$ cat src/hdl/alarm_stop_consts.svh
// Constants of the alarm stop sequencer: offsets, fields, resets, timing
//
// Notes on behaviour
// - Codes 0-3: brake or coast, then brake/free
// - Codes 4-7: emergency stop first on e-stop alarms
// - Emergency stop torque limit 0 to 500 percent
// - Overload level 0-500, capped at 115 percent
// - Overspeed error above level, 0 to 20000 rpm
// - Over-travel limit in tenth rotations, default 10
// - Input sample period from four codes, after restart
// - Method 0: clear input held 120 ms
// - Method 1: clear input taken at sample ticks
`ifndef ALARM_STOP_CONSTS_SVH
`define ALARM_STOP_CONSTS_SVH

// ----------------------------------------------------------------------
// Register byte offsets
// ----------------------------------------------------------------------
`define ASQ_OFF_SEQ       8'h00
`define ASQ_OFF_TORQUE    8'h04
`define ASQ_OFF_OVERLOAD  8'h08
`define ASQ_OFF_OVERSPEED 8'h0c
`define ASQ_OFF_OVERRUN   8'h10
`define ASQ_OFF_PERIOD    8'h14
`define ASQ_OFF_METHOD    8'h18
`define ASQ_OFF_STATUS    8'h1c
`define ASQ_OFF_IRQ_STAT  8'h20
`define ASQ_OFF_IRQ_MASK  8'h24

// ----------------------------------------------------------------------
// Reset values and setting limits
// ----------------------------------------------------------------------
`define ASQ_RST_SEQ       3'h0
`define ASQ_RST_TORQUE    10'h000
`define ASQ_RST_OVERLOAD  10'h000
`define ASQ_RST_OVERSPEED 15'h0000
`define ASQ_RST_OVERRUN   11'h00a
`define ASQ_RST_PERIOD    2'h0
`define ASQ_RST_METHOD    1'h0
`define ASQ_RST_IRQ       5'h00
`define ASQ_MAX_TORQUE    10'h1f4
`define ASQ_MAX_OVERLOAD  10'h1f4
`define ASQ_CAP_OVERLOAD  10'h073
`define ASQ_MAX_OVERSPEED 15'h4e20
`define ASQ_MAX_OVERRUN   11'h3e8

// ----------------------------------------------------------------------
// Interrupt bit positions
// ----------------------------------------------------------------------
`define ASQ_IRQ_ALARM     0
`define ASQ_IRQ_OVERLOAD  1
`define ASQ_IRQ_OVERSPEED 2
`define ASQ_IRQ_OVERRUN   3
`define ASQ_IRQ_CLEARED   4

// ----------------------------------------------------------------------
// Timing, in nanoseconds, at a 4 ns clock
// ----------------------------------------------------------------------
`define ASQ_CLK_NS        4
`define ASQ_SAMPLE0_NS    166000
`define ASQ_SAMPLE1_NS    333000
`define ASQ_SAMPLE2_NS    1000000
`define ASQ_SAMPLE3_NS    1666000
`define ASQ_CLR_HOLD_NS   120000000

`endif

$ cat src/hdl/alarm_stop_pkg.sv
// Types shared by the alarm stop sequencer
package alarm_stop_pkg;
  // Sequencer states, one-hot
  typedef enum logic [3:0] {
    ST_RUN   = 4'b0001,  // Normal operation
    ST_ESTOP = 4'b0010,  // Emergency stop deceleration
    ST_DECEL = 4'b0100,  // Brake or coast deceleration
    ST_HOLD  = 4'b1000   // Stopped, waiting for alarm clear
  } seq_state_type;
endpackage : alarm_stop_pkg

$ cat src/hdl/alarm_stop_sequencer.sv
// Alarm stop sequencer: stop sequence, protection levels, clear detection
`timescale 1ns/1ps
`default_nettype none
`include "alarm_stop_consts.svh"

module alarm_stop_sequencer #(
  parameter int unsigned SAMPLE0_CYC = `ASQ_SAMPLE0_NS / `ASQ_CLK_NS,  // 0.166 ms
  parameter int unsigned SAMPLE1_CYC = `ASQ_SAMPLE1_NS / `ASQ_CLK_NS,  // 0.333 ms
  parameter int unsigned SAMPLE2_CYC = `ASQ_SAMPLE2_NS / `ASQ_CLK_NS,  // 1 ms
  parameter int unsigned SAMPLE3_CYC = `ASQ_SAMPLE3_NS / `ASQ_CLK_NS,  // 1.666 ms
  parameter int unsigned CLR_HOLD_CYC = `ASQ_CLR_HOLD_NS / `ASQ_CLK_NS // 120 ms
) (
  input  wire logic        i_sys_clk,        // 250 MHz clock
  input  wire logic        i_rst_n,          // Async reset, active low
  input  wire logic        i_ce,             // Clock enable, freezes all state
  input  wire logic [7:0]  i_addr,           // Register byte address
  input  wire logic [31:0] i_wdata,          // Write data
  input  wire logic        i_wr,             // Write strobe
  input  wire logic        i_rd,             // Read strobe
  output logic      [31:0] o_rdata,          // Read data, cycle after strobe
  input  wire logic        i_reload,         // Power restart, loads latched settings
  input  wire logic        i_alarm,          // External alarm detected
  input  wire logic        i_alarm_estop,    // Alarm is of emergency stop class
  input  wire logic        i_motor_stopped,  // Motor has come to rest
  input  wire logic [9:0]  i_load_pct,       // Load, percent
  input  wire logic [14:0] i_speed_rpm,      // Speed magnitude, r/min
  input  wire logic [15:0] i_travel,         // Over-travel, 0.1 rotation
  input  wire logic        i_alarm_clear,    // Alarm clear contact, asynchronous
  output logic             o_dyn_brake,      // Dynamic brake engaged
  output logic             o_servo_free,     // Drive output off
  output logic             o_estop_active,   // Emergency stop deceleration
  output logic      [9:0]  o_torque_limit,   // Torque limit, percent
  output logic             o_overload,       // Overload detected
  output logic             o_overspeed,      // Overspeed error
  output logic             o_overrun,        // Over-travel error
  output logic             o_irq             // Level interrupt
);
  import alarm_stop_pkg::*;

  // --------------------------------------------------------------------
  // Settings
  // --------------------------------------------------------------------
  logic [2:0]  alarm_stop_sequence_select_reg;  // Stop sequence code
  logic [9:0]  torque_reg;                      // Emergency stop torque
  logic [9:0]  overload_reg;                    // Overload level
  logic [14:0] overspeed_reg;                   // Overspeed level
  logic [10:0] overrun_reg;                     // Over-travel limit
  logic [1:0]  input_sample_period_select_reg;  // Written sample period
  logic        alarm_clear_method_select_reg;   // Written clear method
  logic [1:0]  period_act_reg;                  // Sample period in force
  logic        method_act_reg;                  // Clear method in force
  logic [2:0]  seq_act_reg;                     // Code latched at alarm
  logic [4:0]  irq_stat_reg;                    // Sticky events
  logic [4:0]  irq_mask_reg;                    // Interrupt enables
  logic [4:0]  irq_event;                       // Events this cycle
  seq_state_type state_reg;                     // Sequencer state
  seq_state_type state_next;                    // Next state

  wire wr_en = i_ce && i_wr;  // Qualified write

  // Out-of-range sequence and level writes are dropped; period, method and mask keep the low bits
  always_ff @(posedge i_sys_clk or negedge i_rst_n) begin
    if (!i_rst_n) begin
      alarm_stop_sequence_select_reg <= `ASQ_RST_SEQ;
      torque_reg                     <= `ASQ_RST_TORQUE;
      overload_reg                   <= `ASQ_RST_OVERLOAD;
      overspeed_reg                  <= `ASQ_RST_OVERSPEED;
      overrun_reg                    <= `ASQ_RST_OVERRUN;
      input_sample_period_select_reg <= `ASQ_RST_PERIOD;
      alarm_clear_method_select_reg  <= `ASQ_RST_METHOD;
      irq_mask_reg                   <= `ASQ_RST_IRQ;
    end else if (wr_en) begin
      case (i_addr)
        `ASQ_OFF_SEQ:       alarm_stop_sequence_select_reg <= (i_wdata > 32'h7) ?
                              alarm_stop_sequence_select_reg : i_wdata[2:0];
        `ASQ_OFF_TORQUE:    if (i_wdata <= 32'(`ASQ_MAX_TORQUE))
                              torque_reg <= i_wdata[9:0];
        `ASQ_OFF_OVERLOAD:  if (i_wdata <= 32'(`ASQ_MAX_OVERLOAD))
                              overload_reg <= i_wdata[9:0];
        `ASQ_OFF_OVERSPEED: if (i_wdata <= 32'(`ASQ_MAX_OVERSPEED))
                              overspeed_reg <= i_wdata[14:0];
        `ASQ_OFF_OVERRUN:   if (i_wdata <= 32'(`ASQ_MAX_OVERRUN))
                              overrun_reg <= i_wdata[10:0];
        `ASQ_OFF_PERIOD:    input_sample_period_select_reg <= i_wdata[1:0];
        `ASQ_OFF_METHOD:    alarm_clear_method_select_reg <= i_wdata[0];
        `ASQ_OFF_IRQ_MASK:  irq_mask_reg <= i_wdata[4:0];
        default: ;  // Read-only, write-one-clear status or unmapped
      endcase
    end
  end

  // Period and method only change at a restart, never mid-operation
  always_ff @(posedge i_sys_clk or negedge i_rst_n) begin
    if (!i_rst_n) begin
      period_act_reg <= `ASQ_RST_PERIOD;
      method_act_reg <= `ASQ_RST_METHOD;
    end else if (i_ce && i_reload) begin
      period_act_reg <= input_sample_period_select_reg;
      method_act_reg <= alarm_clear_method_select_reg;
    end
  end

  // --------------------------------------------------------------------
  // Protection levels
  // --------------------------------------------------------------------
  logic [9:0] ol_eff;  // Effective overload level
  assign ol_eff = (overload_reg >= `ASQ_CAP_OVERLOAD) ? `ASQ_CAP_OVERLOAD :
                  overload_reg;
  // A level of zero disables that check
  wire ol_hit = (ol_eff != 10'h000) && (i_load_pct >= ol_eff);
  wire os_hit = (overspeed_reg != 15'h0000) && (i_speed_rpm > overspeed_reg);
  wire or_hit = (overrun_reg != 11'h000) && (i_travel > {5'h00, overrun_reg});
  wire alarm_any = i_alarm || ol_hit || os_hit || or_hit;  // Any alarm cause

  // Detection flags are registered so they are glitch free
  always_ff @(posedge i_sys_clk or negedge i_rst_n) begin
    if (!i_rst_n) begin
      o_overload  <= 1'b0;
      o_overspeed <= 1'b0;
      o_overrun   <= 1'b0;
    end else if (i_ce) begin
      o_overload  <= ol_hit;
      o_overspeed <= os_hit;
      o_overrun   <= or_hit;
    end
  end

  // --------------------------------------------------------------------
  // Alarm clear input: synchroniser, sampler and hold timer
  // --------------------------------------------------------------------
  logic        clr_meta_reg;   // First sync stage
  logic        clr_sync_reg;   // Second sync stage
  logic        clr_samp_reg;   // Value at last sample tick
  logic [31:0] tick_cnt_reg;   // Sample period counter
  logic [31:0] hold_cnt_reg;   // Held-high counter
  logic        hold_done_reg;  // Hold already reported
  logic [31:0] period_cyc;     // Selected period length
  logic        tick;           // Sample instant
  logic        clear_seen;     // Valid clear recognised

  always_ff @(posedge i_sys_clk or negedge i_rst_n) begin
    if (!i_rst_n) begin
      clr_meta_reg <= 1'b0;
      clr_sync_reg <= 1'b0;
    end else if (i_ce) begin
      clr_meta_reg <= i_alarm_clear;
      clr_sync_reg <= clr_meta_reg;
    end
  end

  // Period decode from the code in force
  always_comb begin
    case (period_act_reg)
      2'h0:    period_cyc = SAMPLE0_CYC;
      2'h1:    period_cyc = SAMPLE1_CYC;
      2'h2:    period_cyc = SAMPLE2_CYC;
      2'h3:    period_cyc = SAMPLE3_CYC;
      default: period_cyc = SAMPLE0_CYC;
    endcase
  end
  assign tick = (tick_cnt_reg >= period_cyc - 32'h1);

  // Free-running sample timer
  always_ff @(posedge i_sys_clk or negedge i_rst_n) begin
    if (!i_rst_n) begin
      tick_cnt_reg <= 32'h0;
      clr_samp_reg <= 1'b0;
    end else if (i_ce) begin
      tick_cnt_reg <= tick ? 32'h0 : tick_cnt_reg + 32'h1;
      if (tick) begin
        clr_samp_reg <= clr_sync_reg;
      end
    end
  end

  // Hold timer rejects short contact bounces in method 0
  always_ff @(posedge i_sys_clk or negedge i_rst_n) begin
    if (!i_rst_n) begin
      hold_cnt_reg  <= 32'h0;
      hold_done_reg <= 1'b0;
    end else if (i_ce) begin
      if (!clr_sync_reg) begin
        hold_cnt_reg  <= 32'h0;
        hold_done_reg <= 1'b0;
      end else if (hold_cnt_reg < CLR_HOLD_CYC) begin
        hold_cnt_reg <= hold_cnt_reg + 32'h1;
      end else begin
        hold_done_reg <= 1'b1;
      end
    end
  end

  // One pulse per press in either method
  always_comb begin
    if (method_act_reg) begin
      clear_seen = tick && clr_sync_reg && !clr_samp_reg;
    end else begin
      clear_seen = clr_sync_reg && (hold_cnt_reg >= CLR_HOLD_CYC) && !hold_done_reg;
    end
  end

  // --------------------------------------------------------------------
  // Stop sequence state machine
  // --------------------------------------------------------------------
  always_comb begin
    state_next = state_reg;
    case (state_reg)
      ST_RUN: begin
        if (alarm_any) begin
          state_next = (alarm_stop_sequence_select_reg[2] && i_alarm_estop) ?
                       ST_ESTOP : ST_DECEL;
        end
      end
      ST_ESTOP: if (i_motor_stopped) state_next = ST_HOLD;
      ST_DECEL: if (i_motor_stopped) state_next = ST_HOLD;
      ST_HOLD:  if (clear_seen) state_next = ST_RUN;
      default:  state_next = ST_RUN;
    endcase
  end

  // State and the code latched at the alarm
  always_ff @(posedge i_sys_clk or negedge i_rst_n) begin
    if (!i_rst_n) begin
      state_reg   <= ST_RUN;
      seq_act_reg <= `ASQ_RST_SEQ;
    end else if (i_ce) begin
      state_reg <= state_next;
      if (state_reg == ST_RUN) begin
        seq_act_reg <= alarm_stop_sequence_select_reg;  // Code fixed for the sequence
      end
    end
  end

  // Drive outputs follow the state one cycle later
  always_ff @(posedge i_sys_clk or negedge i_rst_n) begin
    if (!i_rst_n) begin
      o_dyn_brake    <= 1'b0;
      o_servo_free   <= 1'b0;
      o_estop_active <= 1'b0;
      o_torque_limit <= `ASQ_RST_TORQUE;
    end else if (i_ce) begin
      o_estop_active <= (state_reg == ST_ESTOP);
      o_torque_limit <= (state_reg == ST_ESTOP) ? torque_reg : `ASQ_MAX_TORQUE;
      case (state_reg)
        ST_DECEL: begin
          o_dyn_brake  <= !seq_act_reg[0];
          o_servo_free <= seq_act_reg[0];
        end
        ST_HOLD: begin
          o_dyn_brake  <= !seq_act_reg[1];
          o_servo_free <= seq_act_reg[1];
        end
        default: begin
          o_dyn_brake  <= 1'b0;
          o_servo_free <= 1'b0;
        end
      endcase
    end
  end

  // --------------------------------------------------------------------
  // Interrupts and read port
  // --------------------------------------------------------------------
  assign irq_event = {clear_seen, or_hit, os_hit, ol_hit,
                      (state_reg == ST_RUN) && alarm_any};

  // Set wins over a write-one clear in the same cycle
  always_ff @(posedge i_sys_clk or negedge i_rst_n) begin
    if (!i_rst_n) begin
      irq_stat_reg <= `ASQ_RST_IRQ;
    end else if (i_ce) begin
      irq_stat_reg <= (irq_stat_reg & ~((wr_en && i_addr == `ASQ_OFF_IRQ_STAT) ?
                      i_wdata[4:0] : 5'h00)) | irq_event;
    end
  end

  assign o_irq = |(irq_stat_reg & irq_mask_reg);  // Level interrupt

  // Read data valid the cycle after the strobe; unmapped reads zero
  always_ff @(posedge i_sys_clk or negedge i_rst_n) begin
    if (!i_rst_n) begin
      o_rdata <= 32'h0;
    end else if (i_ce) begin
      o_rdata <= 32'h0;
      if (i_rd) begin
        case (i_addr)
          `ASQ_OFF_SEQ:       o_rdata <= {29'h0, alarm_stop_sequence_select_reg};
          `ASQ_OFF_TORQUE:    o_rdata <= {22'h0, torque_reg};
          `ASQ_OFF_OVERLOAD:  o_rdata <= {22'h0, overload_reg};
          `ASQ_OFF_OVERSPEED: o_rdata <= {17'h0, overspeed_reg};
          `ASQ_OFF_OVERRUN:   o_rdata <= {21'h0, overrun_reg};
          `ASQ_OFF_PERIOD:    o_rdata <= {30'h0, input_sample_period_select_reg};
          `ASQ_OFF_METHOD:    o_rdata <= {31'h0, alarm_clear_method_select_reg};
          `ASQ_OFF_STATUS:    o_rdata <= {25'h0, o_overrun, o_overspeed, o_overload,
                                          state_reg};
          `ASQ_OFF_IRQ_STAT:  o_rdata <= {27'h0, irq_stat_reg};
          `ASQ_OFF_IRQ_MASK:  o_rdata <= {27'h0, irq_mask_reg};
          default:            o_rdata <= 32'h0;
        endcase
      end
    end
  end
endmodule : alarm_stop_sequencer
`default_nettype wire

$ cat config.mk
export PLATFORM = sky130hd
export DESIGN_NAME = alarm_stop_sequencer
export DESIGN_NICKNAME = d
export VERILOG_FILES = /design/src/hdl/alarm_stop_pkg.sv /design/src/hdl/alarm_stop_sequencer.sv
export VERILOG_INCLUDE_DIRS = /design/src /design/src/hdl
export SDC_FILE = /design/constraint.sdc
export NUM_CORES = 1
export LEC_CHECK = 0
export BUFFER_PORTS_ARGS = -buffer_cell sky130_fd_sc_hd__buf_2
export CAP_MARGIN = 10
export CELL_PAD_IN_SITES_DETAIL_PLACEMENT = 2
export CELL_PAD_IN_SITES_GLOBAL_PLACEMENT = 2
export CORE_UTILIZATION = 33
export DETAILED_ROUTE_END_ITERATION = 10
export GPL_TIMING_DRIVEN = 0
export PLACE_DENSITY = 0.73
export SLEW_MARGIN = 40
export SYNTH_ARGS = -nofsm -noshare
export SYNTH_HDL_FRONTEND = slang
export SYNTH_SLANG_ARGS = --single-unit
$ cat constraint.sdc
create_clock -name i_sys_clk -period 2.75 [get_ports i_sys_clk]
set_input_delay 0.275 -clock i_sys_clk [delete_from_list [all_inputs] [get_ports i_sys_clk]]
set_output_delay 0.275 -clock i_sys_clk [all_outputs]
set_load 0.05 [all_outputs]
==> summary.md, run 1 <==
| Metric | Value |
|---|---|
| TritonCTS clock tree | `built` |
| Wire per inst | `21.3 um` |
| Overall routing resource usage | `22.3%` |
| Power Density | `526 mW/mm2` |
| First-pass DRT Iterations | `5` |
| Crit path DAT | `3.28 ns` |
| IO Port Bufs | `118` |
| R2R Path Start | `overload_reg[8]$_DFFE_PN0P_` |
| Worst-Margin Slew | `0.793 ns` |
| Rows | `61` |
| Mean Syn Cell Area | `10.2 um2` |
| CTS sink cnt | `170` |
| Pin count of the biggest net entering global routing | `74` |
| Yosys reg bits | `170` |
| CTS Buffer Depth | `2` |
| Horiz. Die Dim | `172 um` |
| Placed Instance Area | `0.0107 mm2` |
| Setup CP Type | `reg -> reg` |
| Fillers | `3038` |
| Top cell type's share of synthesized area | `44.0%` |
| Crit path setup slack, layout | `-0.210 ns` |
| Pins Over Slew Limit | `0` |
| Via count | `7991` |
| Initial antenna violation count | `2` |
| Share of layout cells above drive strength 1 | `26.3%` |
| Comb pwr share | `13.4%` |
| Hold Startpoint | `i_alarm_clear` |
| Internal Dissipation | `4.28 mW` |
| Crit end category | `flop` |
| Tcrit/Tclk final | `108%` |
| First DRT Iteration DRCs | `386` |
| Hold worst-path end | `clr_meta_reg$_DFFE_PN0P_` |
| Final core occ | `41.6%` |
| RSZ-0062 raised after global routing | `yes` |
| Max cap viols | `0` |
| Clock network power share | `42.4%` |
| Post-route DRC | `0` |
| Clk_lat worst skew | `0.44 ns` |
| Worst path required time | `3.07 ns` |
| Status | `finished with violations` |
| Yosys top cell by area | `dfrtp_1` |
| Die area | `0.0295 mm2` |
| Overflow after GRT | `0` |
| Max FO, Critical Path | `4` |
| Number of synthesized flops with an enable pin | `0` |
| Nets | `1252` |
| CTS H-tree lvls | `4` |
| Io pins | `140` |
| Final ANT Viol Nets | `0` |
| Reg power frac | `44.2%` |
| Setup-failing EPs final | `4` |
| Reg area | `0.00426 mm2` |
| Setup slack, reg-to-reg | `-0.21 ns` |
| Most frequently used flop master after synthesis | `dfrtp_1` |
| P&R area growth vs syn | `22.8%` |
| Leak | `5.32 nW` |
| Switching part of the total | `30.1%` |
| First-pass GRT wire length | `49600 um` |
| VDD IR-drop max | `0.000394 V` |
| WHS | `0.0903 ns` |
| Chip height | `172 um` |
| Clock Skew | `0.0214 ns` |
| Fraction of registers with async set/reset | `100%` |
| Synth top cells by count | `167 x dfrtp_1, 69 x nor2_1, 63 x ha_1, 58 x inv_1, 51 x mux2_2` |
| Hold Fails Final Rpt | `0` |
| Placer Congestion | `0.792` |
| Maximum clock rate | `338 MHz` |
| Clock Tree Root | `clkbuf_16` |
| Relative slew margins | `46.9%` |
| Worst r2r path cells | `10` |
| Fin Setup TNS | `-0.658 ns` |
| Syn Inst Count | `928` |
| Area of the multi-input gates | `0.00500 mm2` |
| Reg2reg end | `state_reg[1]$_DFFE_PN0P_` |
| Count of non-filler cells in the finished layout | `1491` |
| Core ar. | `0.0280 mm2` |
| Post-DR vias/cell | `5.36` |
| Number of global-route vias before repair | `8723` |
| Top post-synthesis cells by area | `dfrtp_1 44%, ha_1 8.3%, mux2_2 6.0%` |
| Tmin final | `2.96 ns` |
| Cts bufs inserted | `17` |
| Net switching power | `1.85 mW` |
| Hpwl dp | `23300 um` |
| Startpoint type of the worst setup path | `flop` |
| Count of cell types in the netlist | `70` |
| Mapped Area | `0.00950 mm2` |
| YS warnings | `0` |
| Placed insts | `1444` |
| Count leader, synth | `dfrtp_1` |
| Initial Utilization | `33.9%` |
| Sequential area share after synthesis | `44.8%` |
| Failing checks | `setup timing` |
| CTS clk-pin slew, worst paths | `0.08 ns` |
| Routed WL | `31700 um` |
| Hold crit path type | `in -> reg` |
| Hold Path Stages | `2` |
| Final Cell Area | `0.0117 mm2` |
==> cell type report <==
type / instances / area share (%)
plain buffers: 53 / 2.62
flip-flops and latches: 170 / 36.5
clock buffers: 17 / 3.65
well taps: 378 / 4.05
inverters: 58 / 1.93
diodes: 2 / 0.0429
clock inverters: 15 / 1.78
repair buffers: 133 / 6.54
multi-input cells: 665 / 42.9
==> cell usage in the layout (no fill, tap or decap), types with 6 or more instances in the layout <==
cell	n
a31oi_1	10
conb_1	20
o211ai_1	6
clkbuf_16	17
buf_2	121
a22o_1	9
or3_1	15
and3_1	10
nor3_1	18
nand2_1	49
o21ai_0	22
clkbuf_1	23
a22oi_1	23
nor2_1	66
o22a_1	8
a21oi_1	34
ha_1	57
dfrtp_1	165
mux2_2	50
xor2_1	23
nand3_1	30
and2_1	18
o2bb2ai_1	13
and4_1	6
buf_4	29
a21o_1	12
nor4_1	20
inv_1	55
mux2_4	10
xnor2_1	10
nand4_1	30
==> power by group through the flow <==
stage,clock network (mW),registers [mW],logic (mW)
finish,2.60,2.71,0.824
global placement,0,2.74,0.716
global route,2.77,2.72,0.916
floorplan,0,2.73,0.437
CTS,2.67,2.70,0.796
detailed placement,0,2.75,0.764
==> cells by family (layout without fill, tap and decap cells) <==
group | count (synthesis) | count (layout) | synth area share [%]
xor gates and xnor gates | 33 | 33 | 3.04
muxes | 62 | 62 | 7.71
AOI/OAI and AO/OA | 189 | 189 | 14.2
adders and majority gates | 63 | 63 | 8.30
DFF | 170 | 170 | 44.8
other | 2 | 22 | 0.0791
buffers and inverters | 111 | 276 | 5.30
and+or+nand+nor | 298 | 298 | 16.5
==> per-stage QoR <==
stage               power, mW  worst slack (ns)
CTS                      6.16            -0.260
floorplan                3.17           -0.0962
global route             6.40            -0.318
detailed placement       3.51            -0.679
finish                   6.13            -0.210
global placement         3.46             -1.52
==> layer usage <==
metal	track usage [%]	vias to the layer above	wire length [um]
li1	-	3703	-
met1	29.0	4123	14400
met2	37.8	140	15800
met3	3.77	25	1050
met4	6.64	0	440
met5	0	-	0
==> timing repair <==
item,4_1_cts,5_1_grt
resized for setup,20,30
endpoints found under the hold margin,32,0
hold buffers,1,0
buffers inserted,7,5
pin swaps,11,12
endpoints found under the setup margin,39,40
==> worst max-delay path, cell delays in order, from the launching register on <==
cell       delay [ns]
dfrtp_1          0.39
or3_4            0.39
o21bai_4         0.18
or2_4            0.24
ha_4             0.20
nand2b_4         0.13
a211oi_2         0.18
o2111ai_1        0.14
and3_4           0.22
o41a_4           0.50
a32o_1           0.27
==> how the worst max path moves through the flow <==
| stage | startpoint | end | slack [ns] | cells past startpoint |
|---|---|---|---|---|
| 3_3_place_gp | i_rst_n | o_rdata[7]$_DFFE_PN0P_ | -1.52 | 1 |
| 3_5_place_dp | period_act_reg[1]$_DFFE_PN0P_ | tick_cnt_reg[27]$_DFFE_PN0P_ | -0.68 | 12 |
| 4_1_cts | overload_reg[8]$_DFFE_PN0P_ | state_reg[1]$_DFFE_PN0P_ | -0.26 | 10 |
| 2_1_floorplan | overload_reg[7]$_DFFE_PN0P_ | state_reg[1]$_DFFE_PN0P_ | -0.1 | 10 |
| 6_report | overload_reg[8]$_DFFE_PN0P_ | state_reg[1]$_DFFE_PN0P_ | -0.21 | 10 |
| 5_1_grt | overload_reg[8]$_DFFE_PN0P_ | state_reg[1]$_DFFE_PN0P_ | -0.32 | 10 |
Note: power is estimated with default switching activity, not from simulation.
==> inputs of run 2 (changes only) <==
CORE_UTILIZATION = 37   (was 33)
PLACE_DENSITY = 0.78   (was 0.73)
clock period = 3 ns   (was 2.75 ns; I/O delays follow)
==> summary.md, run 2 (same netlist as run 1, synthesis figures left out) <==
| Metric | Value |
|---|---|
| CTS clk-pin slew, worst paths | `0.08 ns` |
| Switching part of the total | `30.4%` |
| Status | `complete, no violations` |
| Crit path DAT | `3.29 ns` |
| Critical path's slowest cell | `o41a_4` |
| Clk_lat worst skew | `0.44 ns` |
| First-pass DRT Iterations | `5` |
| Post-DR vias/cell | `5.54` |
| Routed WL | `31300 um` |
| CP bufs+invs | `0` |
| Initial Utilization | `37.7%` |
| Hpwl dp | `23400 um` |
| RSZ-0062 raised after global routing | `yes` |
| Startpoint type of the worst setup path | `flop` |
| Crit. path cell count | `10` |
| Clock network power share | `40.5%` |
| Grt met2 use | `43.6%` |
| Worst r2r path cells | `10` |
| Internal Dissipation | `3.72 mW` |
| Setup CP Type | `reg -> reg` |
| Reg power frac | `46.2%` |
| CTS Buffer Depth | `2` |
| IO Port Bufs | `118` |
| CP Cell Sequence | `or3_4 -> o21bai_4 -> or2_4 -> ha_4 -> nand2b_4 -> a211oi_2 -> o2111ai_1 -> and3_4 -> o41a_4 -> a32o_1` |
| Rows | `58` |
| Relative slew margins | `51.7%` |
| CTS H-tree lvls | `4` |
| Tmin final | `2.97 ns` |
| Fillers | `2711` |
| Crit-path leading delay family | `compound AO/OA/AOI/OAI gates` |
| Nets | `1244` |
| First-pass GRT wire length | `49700 um` |
| Maximum clock rate | `336 MHz` |
| Area of the multi-input gates | `0.00489 mm2` |
| Count of non-filler cells in the finished layout | `1435` |
| Io pins | `140` |
| Comb pwr share | `13.3%` |
| Die area | `0.0263 mm2` |
| Tcrit/Tclk final | `99.1%` |
| CP peak stage delay | `0.52 ns` |
| Cts bufs inserted | `17` |
| Share of layout cells above drive strength 1 | `24.2%` |
| Placer Congestion | `0.788` |
| Crit end category | `flop` |
| GR peak layer | `met2` |
| Setup-failing EPs final | `0` |
| Wire per inst | `21.8 um` |
| Leak | `5.25 nW` |
| Post-route DRC | `0` |
| Clock Tree Root | `clkbuf_16` |
| Max cap viols | `0` |
| Final ANT Viol Nets | `0` |
| Pin count of the biggest net entering global routing | `68` |
| Power Density | `472 mW/mm2` |
| VDD IR-drop max | `0.000247 V` |
| Placed insts | `1396` |
| Initial antenna violation count | `2` |
| Net switching power | `1.63 mW` |
| Worst path required time | `3.32 ns` |
| Number of global-route vias before repair | `8832` |
| Via count | `7957` |
| Final core occ | `45.0%` |
| Fin Setup TNS | `0 ns` |
| P&R area growth vs syn | `19.3%` |
| Overflow after GRT | `0` |
| Core ar. | `0.0252 mm2` |
| Hold Path Stages | `2` |
| Chip height | `162 um` |
| Pins Over Slew Limit | `0` |
| M3 GR Usage | `4.01%` |
| Commonest non-fill, non-tap cell in the layout | `dfrtp_1` |
| First DRT Iteration DRCs | `386` |
| Clock Skew | `0.0117 ns` |
| Reg area | `0.00426 mm2` |
| TritonCTS clock tree | `built` |
| CTS sink cnt | `170` |
| Overall routing resource usage | `24.7%` |
| Worst-Margin Slew | `0.722 ns` |
| Hold Fails Final Rpt | `0` |
| Max FO, Critical Path | `4` |
| Horiz. Die Dim | `162 um` |
| GRT met1 Usage | `30.1%` |
| Hold crit path type | `in -> reg` |
| Most frequent cells in the layout | `167 x dfrtp_1, 121 x buf_2, 69 x nor2_1` |
run 2: cell type report:
cell class / count / area share (%)
Timing Repair Buffer: 126 / 6.20
Sequential cell: 170 / 37.6
Clock inverter: 14 / 1.15
Tap cell: 330 / 3.64
Multi-Input combinational cell: 665 / 43.1
Inverter: 58 / 1.92
Buffer: 52 / 2.56
Antenna cell: 2 / 0.0442
Clock buffer: 18 / 3.79
run 2: metrics by stage:
stage,total power [mW],hold WS (ns),setup slack [ns],instance area (um2)
final,5.35,0.121,0.0265,11300
after global routing,5.57,0.107,-0.0858,11300
after CTS,5.41,0.103,-0.00832,11300
after detailed placement,3.21,0.254,-0.385,10600
after global placement,3.16,0.460,-1.25,10600
after floorplan,2.90,0.00441,0.0145,9570
run 2: what timing repair did:
action | in CTS | in global routing
gates cloned | 0 | 0
hold buffers | 1 | 0
gates resized for setup | 15 | 6
setup endpoints to repair | 36 | 13
pin swaps | 6 | 2
buffers inserted | 4 | 1
hold endpoints to repair | 51 | 0
run 2: path summary, 6_finish.rpt:
check / start / to / slack (ns)
min in group asynchronous: i_rst_n / hold_cnt_reg[17]$_DFFE_PN0P_ / 0.38
worst max-delay path: overload_reg[8]$_DFFE_PN0P_ / state_reg[1]$_DFFE_PN0P_ / 0.03
worst max register to register: overload_reg[8]$_DFFE_PN0P_ / state_reg[1]$_DFFE_PN0P_ / 0.03
max in group asynchronous: i_rst_n / overspeed_reg[5]$_DFFE_PN0P_ / 1.61
worst min register to register: o_rdata[9]$_DFFE_PN0P_ / o_rdata[9]$_DFFE_PN0P_ / 0.48
worst min-delay path: i_alarm_clear / clr_meta_reg$_DFFE_PN0P_ / 0.12
run 2: power groups by stage:
stage	clock network, mW	registers, mW	logic, mW
floorplan	0	2.50	0.399
global placement	0	2.51	0.653
detailed placement	0	2.51	0.700
CTS	2.22	2.47	0.722
global route	2.29	2.48	0.790
finish	2.17	2.47	0.713
run 2: per-layer routing:
metal,part of all wire [%],vias up
li1,-,3681
met1,43,4079
met2,52,157
met3,3.4,40
met4,2.3,0
met5,0,-
